File: src/hw/scs_defs.vh
// Purpose: Constants for the system clock switcher
// Assumes: 16-bit register port, word index addresses
// Notes: Source codes follow the 3-bit next/current source encoding
// How it works
// - Six-bit trim code tunes fast oscillator
// - Software may select any clock source
// - Primary submode fixed by fuses only
// - Switching enabled only when fuse is zero
// - Disabled: next field ignored, status shows fuse
// - Disabled: request bit ignored, reads zero
// - Same source requested: clear request, abort
// - Valid switch clears lock and fail flags
// - Start target oscillator, await crystal start-up
// - PLL target: wait for lock
// - Count ten new-clock cycles, then change over
// - Clear request, copy next into current
// - Stop old source, keep slow/low-power if needed
// - Processor keeps running during the switch
`ifndef SCS_DEFS_VH
`define SCS_DEFS_VH
`define SCS_ADDR_W 4
`define SCS_OSC_CONTROL_REG 4'h0
`define SCS_FAST_OSC_TRIM 4'h1
`define SCS_TRIM_RESET 6'h00
`define SCS_SRC_FRC 3'h0
`define SCS_SRC_FRC_PLL 3'h1
`define SCS_SRC_PRI 3'h2
`define SCS_SRC_PRI_PLL 3'h3
`define SCS_SRC_LP 3'h4
`define SCS_SRC_SLOW_INTERNAL_OSC 3'h5
`define SCS_KEY1 8'h5a
`define SCS_KEY2 8'ha5
`define SCS_KEY_WIN 4'h4
`define SCS_SETTLE_CYCLES 4'ha
`define SCS_CUR_LSB 12
`define SCS_NEXT_LSB 8
`define SCS_LOCK_BIT 5
`define SCS_FAIL_BIT 3
`define SCS_LPKEEP_BIT 1
`define SCS_REQ_BIT 0
`endif

File: src/hw/scs_settle.v
// Purpose: Counts cycles of the incoming clock before changeover
// Assumes: Ticks already synchronised into the system domain
// Notes: Reports done until cleared by start
`timescale 1ns/1ps
`include "scs_defs.vh"
module scs_settle (
    input wire sys_clk_in,
    input wire resetn_in,
    input wire start_in,
    input wire tick_in,
    output reg done_out
);
    reg [3:0] cnt;
    always @(posedge sys_clk_in or negedge resetn_in) begin
        if (!resetn_in) begin
            cnt <= 4'h0;
            done_out <= 1'b0;
        end else if (start_in) begin
            cnt <= 4'h0;
            done_out <= 1'b0;
        end else if (tick_in && !done_out) begin
            if (cnt == `SCS_SETTLE_CYCLES - 4'h1)
                done_out <= 1'b1;
            cnt <= cnt + 4'h1;
        end
    end
endmodule // scs_settle

File: src/hw/scs_switcher.v
// Purpose: Clock source selection and run-time switching sequencer
// Assumes: Oscillator ready, lock and new-clock ticks are async pins
// Notes: Processor runs throughout; block never stalls the bus
//
// Added by the designer: the register addresses and strobed register access.
`timescale 1ns/1ps
`include "scs_defs.vh"
module scs_switcher (
    input wire sys_clk_in,
    input wire resetn_in,
    input wire [3:0] addr_in,
    input wire [15:0] wdata_in,
    input wire wr_in,
    input wire rd_in,
    output reg [15:0] rdata_out,
    input wire switch_monitor_fuse_in,
    input wire [2:0] initial_source_fuse_in,
    input wire watchdog_en_in,
    input wire [3:0] osc_ready_in,
    input wire pll_lock_in,
    input wire new_clk_tick_in,
    input wire clock_fail_in,
    output reg [2:0] sys_clk_sel_out,
    output reg [3:0] osc_enable_out,
    output reg pll_enable_out,
    output reg [5:0] trim_code_field_out,
    output wire switching_out
);
    // Oscillator enable bits: 0 primary, 1 low-power, 2 fast, 3 slow
    localparam ST_IDLE = 4'b0001;
    localparam ST_WAIT = 4'b0010;
    localparam ST_SETTLE = 4'b0100;
    localparam ST_DONE = 4'b1000;

    function [3:0] osc_of;
        input [2:0] src;
        begin
            case (src)
                `SCS_SRC_PRI, `SCS_SRC_PRI_PLL: osc_of = 4'h1;
                `SCS_SRC_LP: osc_of = 4'h2;
                `SCS_SRC_SLOW_INTERNAL_OSC: osc_of = 4'h8;
                default: osc_of = 4'h4;
            endcase
        end
    endfunction

    function uses_pll;
        input [2:0] src;
        begin
            uses_pll = (src == `SCS_SRC_FRC_PLL) || (src == `SCS_SRC_PRI_PLL);
        end
    endfunction

    reg [3:0] state;
    reg [3:0] next_state;
    reg [2:0] current_source_status;
    reg [2:0] next_source_sel;
    reg switch_request;
    reg lock_flag;
    reg clock_fail_flag;
    reg low_power_osc_keep;
    reg fuse_loaded;
    reg sw_en;
    reg [3:0] rdy_s1, rdy_s2;
    reg lock_s1, lock_s2;
    reg tick_s1, tick_s2, tick_s3;
    reg fail_s1, fail_s2;
    wire tick_edge;
    wire settled;
    wire unlocked;
    wire ctl_sel;
    wire hi_wr;
    wire lo_wr;
    wire key_wr;
    wire target_ready;
    wire fail_evt;

    always @(posedge sys_clk_in or negedge resetn_in) begin
        if (!resetn_in) begin
            rdy_s1 <= 4'h0;
            rdy_s2 <= 4'h0;
            lock_s1 <= 1'b0;
            lock_s2 <= 1'b0;
            tick_s1 <= 1'b0;
            tick_s2 <= 1'b0;
            tick_s3 <= 1'b0;
            fail_s1 <= 1'b0;
            fail_s2 <= 1'b0;
        end else begin
            rdy_s1 <= osc_ready_in;
            rdy_s2 <= rdy_s1;
            lock_s1 <= pll_lock_in;
            lock_s2 <= lock_s1;
            tick_s1 <= new_clk_tick_in;
            tick_s2 <= tick_s1;
            tick_s3 <= tick_s2;
            fail_s1 <= clock_fail_in;
            fail_s2 <= fail_s1;
        end
    end
    assign tick_edge = tick_s2 & ~tick_s3;
    assign fail_evt = fail_s2;

    // Keys written to the low byte with the high byte zero
    assign ctl_sel = wr_in && (addr_in == `SCS_OSC_CONTROL_REG);
    assign key_wr = ctl_sel && (wdata_in[15:8] == 8'h00) &&
        ((wdata_in[7:0] == `SCS_KEY1) || (wdata_in[7:0] == `SCS_KEY2));
    assign hi_wr = ctl_sel && !key_wr && unlocked && (wdata_in[7:0] == 8'h00);
    assign lo_wr = ctl_sel && !key_wr && unlocked && (wdata_in[15:8] == 8'h00);

    scs_unlock u_unlock (
        .sys_clk_in(sys_clk_in),
        .resetn_in(resetn_in),
        .key_wr_in(key_wr),
        .key_in(wdata_in[7:0]),
        .consume_in(hi_wr | lo_wr),
        .unlocked_out(unlocked)
    );

    assign target_ready = ((rdy_s2 & osc_of(next_source_sel)) != 4'h0) &&
        (!uses_pll(next_source_sel) || lock_s2);

    scs_settle u_settle (
        .sys_clk_in(sys_clk_in),
        .resetn_in(resetn_in),
        .start_in(state != ST_SETTLE),
        .tick_in(tick_edge),
        .done_out(settled)
    );

    always @* begin
        next_state = state;
        case (state)
            ST_IDLE: begin
                if (switch_request && sw_en && current_source_status != next_source_sel)
                    next_state = ST_WAIT;
            end
            ST_WAIT: begin
                if (target_ready)
                    next_state = ST_SETTLE;
            end
            ST_SETTLE: begin
                if (settled)
                    next_state = ST_DONE;
            end
            ST_DONE: next_state = ST_IDLE;
            default: next_state = ST_IDLE;
        endcase
    end

    always @(posedge sys_clk_in or negedge resetn_in) begin
        if (!resetn_in) begin
            state <= ST_IDLE;
            fuse_loaded <= 1'b0;
            sw_en <= 1'b0;
            current_source_status <= `SCS_SRC_FRC;
            next_source_sel <= `SCS_SRC_FRC;
            switch_request <= 1'b0;
            lock_flag <= 1'b0;
            clock_fail_flag <= 1'b0;
            low_power_osc_keep <= 1'b0;
            trim_code_field_out <= `SCS_TRIM_RESET;
            sys_clk_sel_out <= `SCS_SRC_FRC;
            osc_enable_out <= 4'h4;
            pll_enable_out <= 1'b0;
        end else begin
            state <= next_state;
            if (!fuse_loaded) begin
                // Fuses are caught once after reset release
                fuse_loaded <= 1'b1;
                sw_en <= !switch_monitor_fuse_in;
                current_source_status <= initial_source_fuse_in;
                next_source_sel <= initial_source_fuse_in;
                sys_clk_sel_out <= initial_source_fuse_in;
                osc_enable_out <= osc_of(initial_source_fuse_in);
                pll_enable_out <= uses_pll(initial_source_fuse_in);
            end
            if (wr_in && addr_in == `SCS_FAST_OSC_TRIM)
                trim_code_field_out <= wdata_in[5:0];
            // Primary submode stays on fuse pins; only the source code moves
            if (hi_wr && sw_en && state == ST_IDLE)
                next_source_sel <= wdata_in[`SCS_NEXT_LSB +: 3];
            if (lo_wr) begin
                low_power_osc_keep <= wdata_in[`SCS_LPKEEP_BIT];
                if (sw_en && wdata_in[`SCS_REQ_BIT])
                    switch_request <= 1'b1;
            end
            if (!sw_en)
                switch_request <= 1'b0;
            if (state == ST_IDLE && switch_request && sw_en) begin
                if (current_source_status == next_source_sel) begin
                    switch_request <= 1'b0;
                end else begin
                    lock_flag <= 1'b0;
                    clock_fail_flag <= 1'b0;
                    osc_enable_out <= osc_enable_out | osc_of(next_source_sel);
                    pll_enable_out <= pll_enable_out | uses_pll(next_source_sel);
                end
            end
            // An event on the start cycle outranks the clear so it is never lost
            if (lock_s2 && pll_enable_out)
                lock_flag <= 1'b1;
            if (fail_evt && sw_en)
                clock_fail_flag <= 1'b1;
            if (state == ST_SETTLE && settled) begin
                sys_clk_sel_out <= next_source_sel;
                current_source_status <= next_source_sel;
                switch_request <= 1'b0;
            end
            if (state == ST_DONE) begin
                // Old source off, keepers retained
                osc_enable_out <= osc_of(current_source_status) |
                    ((watchdog_en_in || sw_en) ? 4'h8 : 4'h0) |
                    (low_power_osc_keep ? 4'h2 : 4'h0);
                pll_enable_out <= uses_pll(current_source_status);
            end
        end
    end

    // Status only; the bus is never held off while switching
    assign switching_out = (state != ST_IDLE);

    always @(posedge sys_clk_in or negedge resetn_in) begin
        if (!resetn_in) begin
            rdata_out <= 16'h0000;
        end else if (rd_in) begin
            case (addr_in)
                `SCS_OSC_CONTROL_REG: rdata_out <= {1'b0, current_source_status, 1'b0,
                    next_source_sel, 2'b00, lock_flag, 1'b0, clock_fail_flag, 1'b0,
                    low_power_osc_keep, switch_request & sw_en};
                `SCS_FAST_OSC_TRIM: rdata_out <= {10'h000, trim_code_field_out};
                default: rdata_out <= 16'h0000;
            endcase
        end else begin
            rdata_out <= 16'h0000;
        end
    end
endmodule // scs_switcher

File: src/hw/scs_unlock.v
// Purpose: Unlock key detector for protected byte writes
// Assumes: Keys arrive as writes to the control register low byte
// Notes: Grants one write within a short window
`timescale 1ns/1ps
`include "scs_defs.vh"
module scs_unlock (
    input wire sys_clk_in,
    input wire resetn_in,
    input wire key_wr_in,
    input wire [7:0] key_in,
    input wire consume_in,
    output wire unlocked_out
);
    reg got_first;
    reg [3:0] win;
    always @(posedge sys_clk_in or negedge resetn_in) begin
        if (!resetn_in) begin
            got_first <= 1'b0;
            win <= 4'h0;
        end else if (key_wr_in && key_in == `SCS_KEY1) begin
            got_first <= 1'b1;
            win <= 4'h0;
        end else if (key_wr_in && got_first && key_in == `SCS_KEY2) begin
            got_first <= 1'b0;
            win <= `SCS_KEY_WIN;
        end else begin
            got_first <= 1'b0;
            if (consume_in)
                win <= 4'h0;
            else if (win != 4'h0)
                win <= win - 4'h1;
        end
    end
    assign unlocked_out = (win != 4'h0);
endmodule // scs_unlock
File: config.mk
export PLATFORM = sky130hd
export DESIGN_NAME = scs_switcher
export DESIGN_NICKNAME = d
export VERILOG_FILES = /design/src/hw/scs_settle.v /design/src/hw/scs_switcher.v /design/src/hw/scs_unlock.v
export VERILOG_INCLUDE_DIRS = /design/src /design/src/hw
export SDC_FILE = /design/constraint.sdc
export NUM_CORES = 1
export LEC_CHECK = 0
export ABC_AREA = 1
export BUFFER_PORTS_ARGS = -buffer_cell sky130_fd_sc_hd__clkbuf_2
export CAP_MARGIN = 20
export CORE_MARGIN = 1
export CORE_UTILIZATION = 40
export DETAILED_ROUTE_END_ITERATION = 6
export GPL_ROUTABILITY_DRIVEN = 0
export PLACE_DENSITY_LB_ADDON = 0.15
export RECOVER_POWER = 100
export SYNTH_ARGS = -nofsm -noshare
export SYNTH_HDL_FRONTEND = slang
export SYNTH_HIERARCHICAL = 1
export SYNTH_SLANG_ARGS = --single-unit
export TNS_END_PERCENT = 1
File: constraint.sdc
create_clock -name sys_clk_in -period 2.4 [get_ports sys_clk_in]
set_clock_uncertainty 0.1 [all_clocks]
set_input_delay 0 -clock sys_clk_in [delete_from_list [all_inputs] [get_ports sys_clk_in]]
set_output_delay 0 -clock sys_clk_in [all_outputs]
set_load 0.02 [all_outputs]
; ---- Word-level counts from Yosys, hierarchy flattened
; Cells that the tools add are included.
[totals]
elab_cells = 166
memories = 0
latchBits = 0
mem_bits_rw = 0
romBits = 0
ff_bits = 68
[classes]
n_reduce_logical = 50
shift = 0
order_cmp = 0
eq_ne = 34
bitwise_logic = 9
n_addsub = 2
n_div = 0
mux = 45
n_mul = 0
[op_table]
columns = operator, n
row1 = $mux W4, 17
row2 = $pmux W4 S3, 4
row3 = $pmux W15 S2, 1
row4 = $logic_and A1 B1 Y1, 23
row5 = $eq A3 B2 Y1 const B, 6
row6 = $eq A3 B3 Y1 const B, 6
row7 = $mux W1, 18
row8 = $logic_not A8 Y1, 2
row9 = $mux W16, 1
row10 = $reduce_bool A4 Y1, 3
row11 = $ne A2 B1 Y1 const B, 5
row12 = $eq A3 B1 Y1 const B, 3
row13 = $mux W3, 3
row14 = $eq A4 B1 Y1 const B, 2
row15 = $eq A4 B4 Y1 const B, 2
row16 = $eq A8 B7 Y1 const B, 1
row17 = $eq A8 B8 Y1 const B, 1
row18 = $or A4 B4 Y4, 2
row19 = $reduce_bool A2 Y1, 4
row20 = $logic_or A1 B1 Y1, 6
row21 = $reduce_and A2 Y1, 3
row22 = $reduce_or A2 Y1, 3
row23 = $add A4 B1 Y4 const B, 1
row24 = $and A4 B4 Y4, 1
row25 = other kinds (16), 22

; ---- Longest topological paths before layout
; Gate-level depths: netlist (run 1).
[logic_depth]
depth_word = 13
ltp_mapped = 16

; ---- By module
; Netlist (run 1), hierarchy kept.
[modules_own_cells]
columns = module, seq_area_each_um2, instances, area_each_um2, cells_each
row1 = scs_switcher, 1353.8, 1, 2491.1, 286
row2 = scs_unlock, 125.1, 1, 399.1, 56
row3 = scs_settle, 125.1, 1, 254.0, 33

; ---- Least setup slack after synthesis (run 1)
; No wires, ideal clock.
[synth_path]
path_type = reg-to-reg
startpoint = register u_unlock.win[0]
endpoint = register u_unlock.win[2]
setup_time_ns = 0.116
stages_incl_launch_ff = 17
required_time_ns = 2.184
path_buffers = 0
arrival_ns = 1.591
period_less_slack_ns = 1.808
path_slack_ns = 0.592
path_cell_list = dfrtp_1 > inv_2 > ha_1 > nand2_4 > nor2_8 > inv_1 > inv_1 > nor2_1 > inv_1 > a21oi_4 > nand2_1 > nand2_1 > a21oi_1 > o21ai_0 > nand2_1 > nand2_1 > nor2_1
[synth_between]
elab_chain_cells = 7
word_cells_on_any_way = 11
[synth_lines]
columns = item, line
row1 = start: declaration, scs_unlock.v:15  ; reg [3:0] win;
row2 = start signal: assignment, scs_unlock.v:25  ; win <= `SCS_KEY_WIN;
row3 = start signal: assignment, scs_unlock.v:31  ; win <= win - 4'h1;
row4 = $reduce_bool A4 Y1 (*), scs_unlock.v:34  ; assign unlocked_out = (win != 4'h0);
row5 = via unlocked, scs_switcher.v:70  ; wire unlocked;
row6 = $logic_and A1 B1 Y1, "scs_switcher.v:108, scs_switcher.v:109"
row7 = $logic_and A1 B1 Y1 (on tied branches), "scs_switcher.v:108, scs_switcher.v:109"
row8 = $or A1 B1 Y1, scs_switcher.v:116  ; .consume_in(hi_wr | lo_wr),
row9 = $mux W4, scs_unlock.v:28  ; if (consume_in)
row10 = $mux W4, scs_unlock.v:23  ; end else if (key_wr_in && got_first && key_in == `SCS_KEY2) begin
row11 = $mux W4, scs_unlock.v:20  ; end else if (key_wr_in && key_in == `SCS_KEY1) begin
; Mark *: on every way through the listed nets, which the timed path passes. The rest lies on a longest branch. The select of a mux whose other input is x is not followed.
; A chain may end at the register's enable or synchronous reset.

; ---- Worst setup path after layout (run 1)
[layout_path]
startpoint = register state[0]
endpoint = register next_source_sel[1]
[layout_between]
elab_chain_cells = 3
word_cells_on_any_way = 4
[layout_lines]
columns = item, line
row1 = start: declaration, scs_switcher.v:54  ; reg [3:0] state;
row2 = start signal: assignment, scs_switcher.v:167  ; state <= next_state;
row3 = $eq A4 B1 Y1 (*), scs_switcher.v:181  ; if (hi_wr && sw_en && state == ST_IDLE)
row4 = $logic_and A1 B1 Y1 (*), scs_switcher.v:181
row5 = $ne A2 B1 Y1 (no line) or $mux W3 (tied branches), --
row6 = end signal: assignment, scs_switcher.v:157  ; next_source_sel <= `SCS_SRC_FRC;
row7 = end signal: assignment, scs_switcher.v:173  ; next_source_sel <= initial_source_fuse_in;
row8 = end signal: assignment, scs_switcher.v:182  ; next_source_sel <= wdata_in[`SCS_NEXT_LSB +: 3];
row9 = end: declaration, scs_switcher.v:57  ; reg [2:0] next_source_sel;
; Every way passes the cells marked *; elsewhere a longest branch is shown, timed or not.

==> results_dict.tcl, run 1 <==
set metrics [dict create \
    status "finished, violations left" \
    violations "max-capacitance violations, max-slew violations" \
    vias 2748 \
    clock_latency_ns 0.34 \
    setup_ws_ns 0.178 \
    power.density_nw_per_um2 721 \
    r2r-end "next_source_sel[1]$_DFFE_PN0P_" \
    yosysTopAreaCell "dfrtp_1" \
    drive_above_1_share 0.149 \
    r2r_slack_ns 0.18 \
    dpl_cell_area_um2 3560 \
    synth_cells 375 \
    synth-edff-count 0 \
    portBuffers 62 \
    hold_violations 0 \
    ys.flop_type "dfrtp_1" \
    grt_pass1_wl_um 12000 \
    finalInstanceArea_um2 4040 \
    period_share 0.926 \
    die_y_um 90.7 \
    cts.path.max_buffers 2 \
    via_per_inst 4.73 \
    drt_iter0_markers 119 \
    synth.most_common_cell "nand2_1" \
    hp-class "in2reg" \
    cp-start-kind "flip-flop" \
    crit_type "reg2reg" \
    grt_setup_unrepaired "false" \
    crit_end "next_source_sel[1]$_DFFE_PN0P_" \
    grt_pass1_vias 2614 \
    dp_hpwl_um 5210 \
    ir_drop_mv 0.294 \
    yosysWarnings 6 \
    clkTransAtPathRegs_ns 0.07 \
    totalWireLength_um 7220 \
    overflow 0 \
    critical_path_required_ns 2.52 \
    grtUsageTotal 0.189 \
    end_kind "flip-flop" \
    clock_sinks 64 \
    synthToLayoutAreaGrowth_pct 28.6 \
    start_util 0.424 \
    dr.pass1.iters 5 \
    finalSetupViolations 0 \
    min_period_ns 2.22 \
    relSlewSlack -0.0549 \
    tritoncts "built" \
    tightest_slew_ns 1.58 \
    io-pin-count 67 \
    n_antenna_cell 0 \
    rr_worst_depth 6 \
    antenna_found_initial 0 \
    ant_nets 0 \
    reg2reg_from "state[0]$_DFFE_PN1P_" \
    fmax_ghz 0.450 \
    stdcell_count 581 \
    fin_tns_setup_ns 0 \
    drc 0 \
    timing.max_cap.violations 1 \
    netlist_top_cells_count "nand2_1 (81), dfrtp_1 (62), inv_1 (52)" \
    crit_fanout 6 \
    core_region_area_um2 7410 \
    wire_per_inst_um 12.4 \
    clockRootBuffer "clkbuf_8" \
    pre_cts_ws_ns 0.432 \
    syn_avg_cell_area_um2 8.38 \
    ys_seq_area_frac 0.510 \
    rows 31 \
    die_w_um 90.7 \
    p_leak_nw 2.08 \
    netlist_area_um2 3140 \
    finish.utilization 0.546 \
    netlist.area_leader.share 0.493 \
    grt_max_degree 39 \
    synth-seq-cells 64 \
    synth_cell_types 36 \
    htree_levels 3 \
    synthArstFlopShare 1.00 \
    yosys-top-cells-area "dfrtp_1 (49%), nand2_1 (9.7%), inv_1 (6.2%), nor2_1 (5.4%), nand3_1 (4.8%)" \
    cp.arrival_ns 2.34 \
    numCtsBuffers 9 \
    drv_slew 27 \
    dp_cells 532 \
    finalNetCount 518 \
    cp-startpoint "state[0]$_DFFE_PN1P_" \
    dieArea_um2 8220 \
]
[metal layers]
| layer | track usage | vias up | wire length [um] |
|---|---|---|---|
| met5 | 0 | - | 0 |
| met3 | 0.0345 | 13 | 394 |
| met4 | 0.0806 | 0 | 122 |
| li1 | - | 1388 | - |
| met2 | 0.293 | 91 | 3200 |
| met1 | 0.259 | 1256 | 3500 |
[power breakdown]
part / internal (mW) / total (mW) / switching, mW / leakage (nW)
sequential: 1.18 / 1.28 / 0.0959 / 0.802
clock: 0.613 / 1.01 / 0.397 / 0.108
combinational: 0.248 / 0.623 / 0.375 / 1.17
total: 2.05 / 2.91 / 0.868 / 2.08
[per-stage QoR]
| stage | total power, mW | hold slack (ns) |
|---|---|---|
| after floorplan | 1.70 | -0.396 |
| after global placement | 1.87 | -0.00604 |
| after detailed placement | 1.90 | -0.000260 |
| after CTS | 2.96 | 0.00327 |
| after global routing | 3.07 | 0.0813 |
| final | 2.91 | 0.0106 |
[worst max-delay path: stages, from the launching register on]
cell,delay [ns]
dfstp_1,0.55
nand3_1,0.19
nor2_2,0.24
nand4_1,0.26
nand3_1,0.14
nand3_1,0.07
dlygate4sd3_1,0.56
[cells in the final DEF (no fill, tap or decap), drive strengths merged]
cell type,count
dfrtp,62
a22oi,1
nand3,32
nand3b,2
xor2,1
mux2,2
nand2,85
nor2,50
o31ai,1
nand4,10
nor4,4
clkbuf,76
dfstp,2
dlygate4sd3,32
or2,1
o21ai,19
nor3,8
xnor2,3
ha,5
bufinv,2
buf,1
conb,5
a31o,2
clkinv,1
a22o,2
inv,59
a21oi,14
[state kept, by name, indices dropped and copies added, names as in the netlist, 3 cells and up]
signal,flops
current_source_status,3
next_source_sel,3
osc_enable_out,4
rdata_out,12
rdy_s1,4
rdy_s2,4
state,4
trim_code_field_out,6
u_settle/cnt,4
u_unlock/win,4
[how the worst min path moves through the flow]
stage                                         end  cells past startpoint                 startpoint
2_1_floorplan         clock_fail_flag$_DFFE_PN0P_                      0                  resetn_in
5_1_grt        trim_code_field_out[1]$_DFFE_PN0P_                      5                 addr_in[2]
3_3_place_gp               rdata_out[4]$_DFF_PN0_                      1                  resetn_in
6_report           next_source_sel[2]$_DFFE_PN0P_                      5  initial_source_fuse_in[2]
4_1_cts        trim_code_field_out[1]$_DFFE_PN0P_                      5                 addr_in[2]
3_5_place_dp               rdata_out[4]$_DFF_PN0_                      1                  resetn_in
[cells by family after synthesis]
kind of cell / count (synthesis) / synth area share
simple gates: 192 / 0.289
buf+inv: 67 / 0.0860
flops: 64 / 0.510
compound gates: 39 / 0.0720
fa+ha+maj: 5 / 0.0199
xor+xnor: 4 / 0.0111
other cells: 2 / 0.00239
mux: 2 / 0.00955
[layout make-up]
| cell class | instances | area, um^2 |
|---|---|---|
| fillers | 720 | 3370 |
| flip-flops and latches | 64 | 1600 |
| multi-input cells | 247 | 1260 |
| repair buffers | 96 | 619 |
| inverters | 59 | 221 |
| clock buffers | 13 | 149 |
| well taps | 99 | 124 |
| clock inverters | 3 | 65.1 |
[timing repair]
action | in CTS | in global routing
setup buffers | 0 | 1
endpoints found under the hold margin | 55 | 0
endpoints found under the setup margin | 0 | 1
hold buffers | 32 | 0
gates resized for setup | 0 | 2
Power figures use the tool's default switching activity.
==> inputs of run 2 (changes only) <==
Settings changed: RECOVER_POWER 100 to not set.
==> run 2 against run 1 <==
The run now ends clean; combinational power grew 3.4%; utilization increased by 0.88 points; first-iteration DRC count up 4.2%; die area is the same; clock power about the same; via count fell by 0.66%; sequential power barely moved; clock-buffer cell count did not move; non-clock buffer count is the same; worst setup slack better by 0.010 ns; register-to-register slack hardly changed; sequential share of layout area decreased by 0.63 points.
==> results_dict.tcl, run 2 (same netlist as run 1, synthesis figures left out) <==
set metrics [dict create \
    power.density_nw_per_um2 716 \
    portBuffers 62 \
    grt_pass1_vias 2614 \
    totalWireLength_um 7160 \
    p_clk_frac 0.345 \
    grt_pass1_wl_um 12000 \
    synthToLayoutAreaGrowth_pct 30.6 \
    wl_met1_um 3530 \
    regArea_um2 1600 \
    finalInstanceArea_um2 4110 \
    drc 0 \
    status "finished, final reports clean" \
    finalSetupViolations 0 \
    num-fill-cells 700 \
    wl_met2_um 3200 \
    timing.max_cap.violations 0 \
    tritoncts "built" \
    die_w_um 90.7 \
    largest_registers "rdata_out (12), trim_code_field_out (6)" \
    layout_commonest_cell "nand2_1" \
    regMostFlops "rdata_out" \
    dr.pass1.iters 4 \
    dpl_cell_area_um2 3560 \
    internal_power_mw 2.06 \
    numCtsBuffers 9 \
    n_antenna_cell 0 \
    crit_type "reg2reg" \
    crit_fanout 6 \
    dp_hpwl_um 5210 \
    start_util 0.424 \
    drv_slew 0 \
    overflow 0 \
    core_region_area_um2 7410 \
    crit_top_cell "inv_1" \
    final_cell_mix "nand2_1 (81), dfrtp_1 (62), clkbuf_2 (62)" \
    clock_latency_ns 0.34 \
    multi_input_comb_area_um2 1290 \
    critical_path.max_stage_delay_ns 0.56 \
    via_per_inst 4.70 \
    path_cells "inv_2 -> ha_2 -> nand2_4 -> nor2_8 -> inv_1 -> inv_1 -> nor2_2 -> inv_1 -> a21oi_4 -> nand4_1 -> nand2_1 -> dlygate4sd3_1 -> nand2_1" \
    period_share 0.922 \
    pwr-share-comb 0.219 \
    netSwitchingFraction 0.298 \
    htree_levels 3 \
    grtUsageTotal 0.189 \
    ant_nets 0 \
    hold_violations 0 \
    path_buf_inv 5 \
    ir_drop_mv 0.295 \
    critical_path_required_ns 2.53 \
    drive_above_1_share 0.224 \
    pwr-share-seq 0.436 \
    wire_per_inst_um 12.3 \
    fin_tns_setup_ns 0 \
    clkTransAtPathRegs_ns 0.07 \
    clock_sinks 64 \
    min_period_ns 2.21 \
    largest_reg_flops 12 \
    critPathTopFamily "buffers and inverters" \
    vias 2730 \
    antenna_found_initial 0 \
    dieArea_um2 8220 \
    io-pin-count 67 \
    end_kind "flip-flop" \
    cp-start-kind "flip-flop" \
    routed.top_layer "met4" \
    p_leak_nw 2.19 \
    tightest_slew_ns 0.724 \
    p_sw_mw 0.876 \
    grt_setup_unrepaired "false" \
    fmax_ghz 0.452 \
    cp.arrival_ns 2.34 \
    rows 31 \
    die_y_um 90.7 \
    p_total_mw 2.94 \
    clockRootBuffer "clkbuf_8" \
    hp-class "in2reg" \
    relSlewSlack 0.517 \
    crit_slowest_cell "dlygate4sd3_1" \
    cts.path.max_buffers 2 \
    grt_max_degree 39 \
    finalNetCount 518 \
    drt_iter0_markers 124 \
    wl_met3_um 304 \
]
==> run 2: worst paths after layout <==
check / from / endpoint / slack (ns) / cells after the start
worst max-delay path: u_unlock/win[0]$_DFFE_PN0P_ / next_source_sel[0]$_DFFE_PN0P_ / 0.19 / 13
worst min-delay path: addr_in[2] / trim_code_field_out[1]$_DFFE_PN0P_ / 0.005 / 5
worst max register to register: u_unlock/win[0]$_DFFE_PN0P_ / next_source_sel[0]$_DFFE_PN0P_ / 0.19 / 13
worst min register to register: lock_s1$_DFF_PN0_ / lock_s2$_DFF_PN0_ / 0.25 / 0
max in group asynchronous: resetn_in / osc_enable_out[2]$_DFF_PN1_ / 1.34 / 3
min in group asynchronous: resetn_in / rdata_out[4]$_DFF_PN0_ / 0.15 / 2
==> run 2: worst register-to-register path, delay by kind of cell (launching register included) <==
| family | cells | cell delay [ns] |
|---|---|---|
| flip-flops | 1 | 0.36 |
| AO/OA/AOI/OAI | 1 | 0.17 |
| buffers and inverters | 5 | 0.82 |
| adder cells (fa/ha/maj) | 1 | 0.19 |
| AND/OR/NAND/NOR | 6 | 0.48 |
==> run 2: cell type report <==
class	count	share of cell area
clock buffer	13	0.0362
tap	99	0.0302
sequential	64	0.390
multi-input combinational	247	0.313
timing repair buffer	96	0.160
inverter	59	0.0539
clock inverter	3	0.0158
==> run 2: per-layer routing <==
layer / vias up / global-route usage
li1: 1393 / -
met2: 73 / 0.293
met5: - / 0
met4: 0 / 0.0806
met3: 10 / 0.0345
met1: 1254 / 0.259
==> run 2: power groups by stage <==
stage / Combinational [mW] / Clock [mW] / Sequential [mW]
6_report: 0.644 / 1.01 / 1.28
4_1_cts: 0.647 / 1.03 / 1.28
2_1_floorplan: 0.384 / 0 / 1.32
5_1_grt: 0.732 / 1.07 / 1.30
3_3_place_gp: 0.573 / 0 / 1.30
3_5_place_dp: 0.595 / 0 / 1.30
==> run 2: repair_timing <==
action                                  in CTS  in global routing
hold buffers                                32                  0
endpoints found under the hold margin       55                  0
gates resized for setup                      0                  2
buffers inserted                             0                  1
endpoints found under the setup margin       0                  1
==> run 2: through the flow <==
stage / util / worst slack [ns] / hold WS (ns) / instances
after floorplan: - / 0.592 / -0.396 / 378
after global placement: 0.481 / 0.487 / -0.00604 / 532
after detailed placement: 0.481 / 0.432 / -0.000260 / 532
after CTS: 0.553 / 0.166 / 0.00327 / 580
after global routing: 0.554 / 0.0121 / 0.0612 / 581
final: 0.554 / 0.188 / 0.00503 / 581
==> inputs of run 3 (changes only) <==
Settings changed: CORE_ASPECT_RATIO set to 0.75.
==> run 3 against run 2 <==
The flow now finishes with violations (negative hold slack); combinational power decreased by 2%; flip-flop and latch count unchanged; sequential share of layout area increased by 0.083 points; die area about the same.
==> results_dict.tcl, run 3 (same netlist as run 1, synthesis figures left out) <==
set metrics [dict create \
    critical_path.max_stage_delay_ns 0.53 \
    dr.pass1.iters 4 \
    dp_cells 534 \
    min_to "trim_code_field_out[2]$_DFFE_PN0P_" \
    rr_worst_depth 13 \
    start_util 0.421 \
    tightest_slew_ns 0.766 \
    dp_hpwl_um 5250 \
    power.density_nw_per_um2 723 \
    finalSetupViolations 0 \
    whs_ns -0.0219 \
    grtUsageTotal 0.195 \
    portBuffers 62 \
    timing.max_cap.violations 0 \
    pre_cts_ws_ns 0.404 \
    io-pin-count 67 \
    dieArea_um2 8220 \
    clock_sinks 64 \
    drv_slew 0 \
    grt_setup_unrepaired "false" \
    relSlewSlack 0.490 \
    pwr-share-seq 0.433 \
    antenna_found_initial 0 \
    hold_depth 4 \
    ir_drop_mv 0.352 \
    final_cell_mix "nand2_1 (81), dfrtp_1 (62), clkbuf_2 (62)" \
    setup_ws_ns 0.192 \
    layout_commonest_cell "nand2_1" \
    end_kind "flip-flop" \
    totalWireLength_um 7240 \
    min_period_ns 2.21 \
    r2r-end "next_source_sel[0]$_DFFE_PN0P_" \
    p_clk_frac 0.355 \
    cp.arrival_ns 2.33 \
    finalNetCount 515 \
    crit_top_cell "inv_1" \
    path_cells "inv_1 -> ha_2 -> nand2_4 -> nor2_8 -> inv_1 -> inv_1 -> nor2_2 -> inv_1 -> a21oi_4 -> nand4_1 -> nand2_1 -> dlygate4sd3_1 -> nand2_1" \
    violations "negative hold slack" \
    stdcell_count 580 \
    netSwitchingFraction 0.298 \
    fin_tns_setup_ns 0 \
    pwr-share-comb 0.212 \
    cp-start-kind "flip-flop" \
    p_sw_mw 0.883 \
    largest_reg_flops 12 \
    p_total_mw 2.96 \
    wire_per_inst_um 12.5 \
    drive_above_1_share 0.230 \
    n_antenna_cell 0 \
    vias 2703 \
    grt_pass1_vias 2496 \
    overflow 0 \
    core_region_area_um2 7470 \
    p_leak_nw 2.19 \
    critical_path_required_ns 2.52 \
    drc 0 \
    via_per_inst 4.66 \
    hp-class "in2reg" \
    reg2reg_from "u_unlock/win[1]$_DFFE_PN0P_" \
    grt_pass1_wl_um 12200 \
    clkTransAtPathRegs_ns 0.07 \
    postCtsSetupRepairBufs 0 \
    r2r_slack_ns 0.19 \
    finish.utilization 0.549 \
    drt_iter0_markers 135 \
    crit_fanout 6 \
    ant_nets 0 \
    status "finished, violations left" \
    crit_slowest_cell "dlygate4sd3_1" \
    tritoncts "built" \
    die_w_um 104 \
    htree_levels 3 \
    hold_violations 2 \
    hold_path_startpoint "addr_in[3]" \
    clock_latency_ns 0.33 \
    die_y_um 78.8 \
    clockRootBuffer "clkbuf_8" \
    fmax_ghz 0.453 \
    rows 27 \
    cts.path.max_buffers 2 \
    regMostFlops "rdata_out" \
    grt_max_degree 36 \
    synthToLayoutAreaGrowth_pct 30.4 \
    largest_registers "rdata_out (12), trim_code_field_out (6)" \
    numCtsBuffers 9 \
    internal_power_mw 2.08 \
    period_share 0.920 \
    crit_type "reg2reg" \
]
-- run 3: what timing repair did --
action | 4_1_cts | 5_1_grt
hold buffers | 29 | 2
endpoints found under the setup margin | 0 | 3
hold endpoints to repair | 55 | 4
resized for setup | 0 | 2
-- run 3: area by class of cell --
class,instances,area [um^2]
Clock inverter,5,78.8
Tap cell,101,126
Fill cell,727,3370
Timing Repair Buffer,93,631
Sequential cell,64,1600
Clock buffer,11,151
Multi-Input combinational cell,247,1290
Inverter,59,221
-- run 3: worst max path at each step --
stage | start | end | slack, ns
6_report | u_unlock/win[1]$_DFFE_PN0P_ | next_source_sel[0]$_DFFE_PN0P_ | 0.19
5_1_grt | u_unlock/win[0]$_DFFE_PN0P_ | next_source_sel[0]$_DFFE_PN0P_ | 0.02
4_1_cts | addr_in[1] | trim_code_field_out[4]$_DFFE_PN0P_ | 0.04
3_5_place_dp | u_unlock/win[0]$_DFFE_PN0P_ | u_unlock/win[1]$_DFFE_PN0P_ | 0.40
3_3_place_gp | u_unlock/win[0]$_DFFE_PN0P_ | u_unlock/win[1]$_DFFE_PN0P_ | 0.49
2_1_floorplan | u_unlock/win[0]$_DFFE_PN0P_ | u_unlock/win[2]$_DFFE_PN0P_ | 0.59
-- run 3: critical path, delay by kind of cell (launching register included) --
kind            cells  cell delay (ns)
compound gates      1             0.17
fa+ha+maj           1             0.19
buf+inv             5             0.82
flops               1             0.36
simple gates        6             0.47
-- run 3: power by group through the flow --
stage / registers [mW] / clock network, mW / logic (mW)
3_3_place_gp: 1.30 / 0 / 0.577
5_1_grt: 1.30 / 1.13 / 0.715
4_1_cts: 1.28 / 1.08 / 0.629
6_report: 1.28 / 1.05 / 0.628
3_5_place_dp: 1.30 / 0 / 0.586
2_1_floorplan: 1.32 / 0 / 0.384
-- run 3: per-layer routing --
| layer | global-route usage | share of wire | wire [um] | up-vias |
|---|---|---|---|---|
| met5 | 0 | 0 | 0 | - |
| met4 | 0.0686 | 0.0079 | 57 | 0 |
| met3 | 0.0493 | 0.057 | 410 | 4 |
| met2 | 0.281 | 0.42 | 3010 | 75 |
| met1 | 0.282 | 0.52 | 3770 | 1237 |
| li1 | - | - | - | 1387 |
-- run 3: stage by stage --
step / cell area [um^2] / hold WS [ns]
2_1_floorplan: 3160 / -0.396
3_3_place_gp: 3560 / 0.00227
3_5_place_dp: 3560 / 0.00438
4_1_cts: 4080 / 0.0101
5_1_grt: 4100 / 0.00470
6_report: 4100 / -0.0219
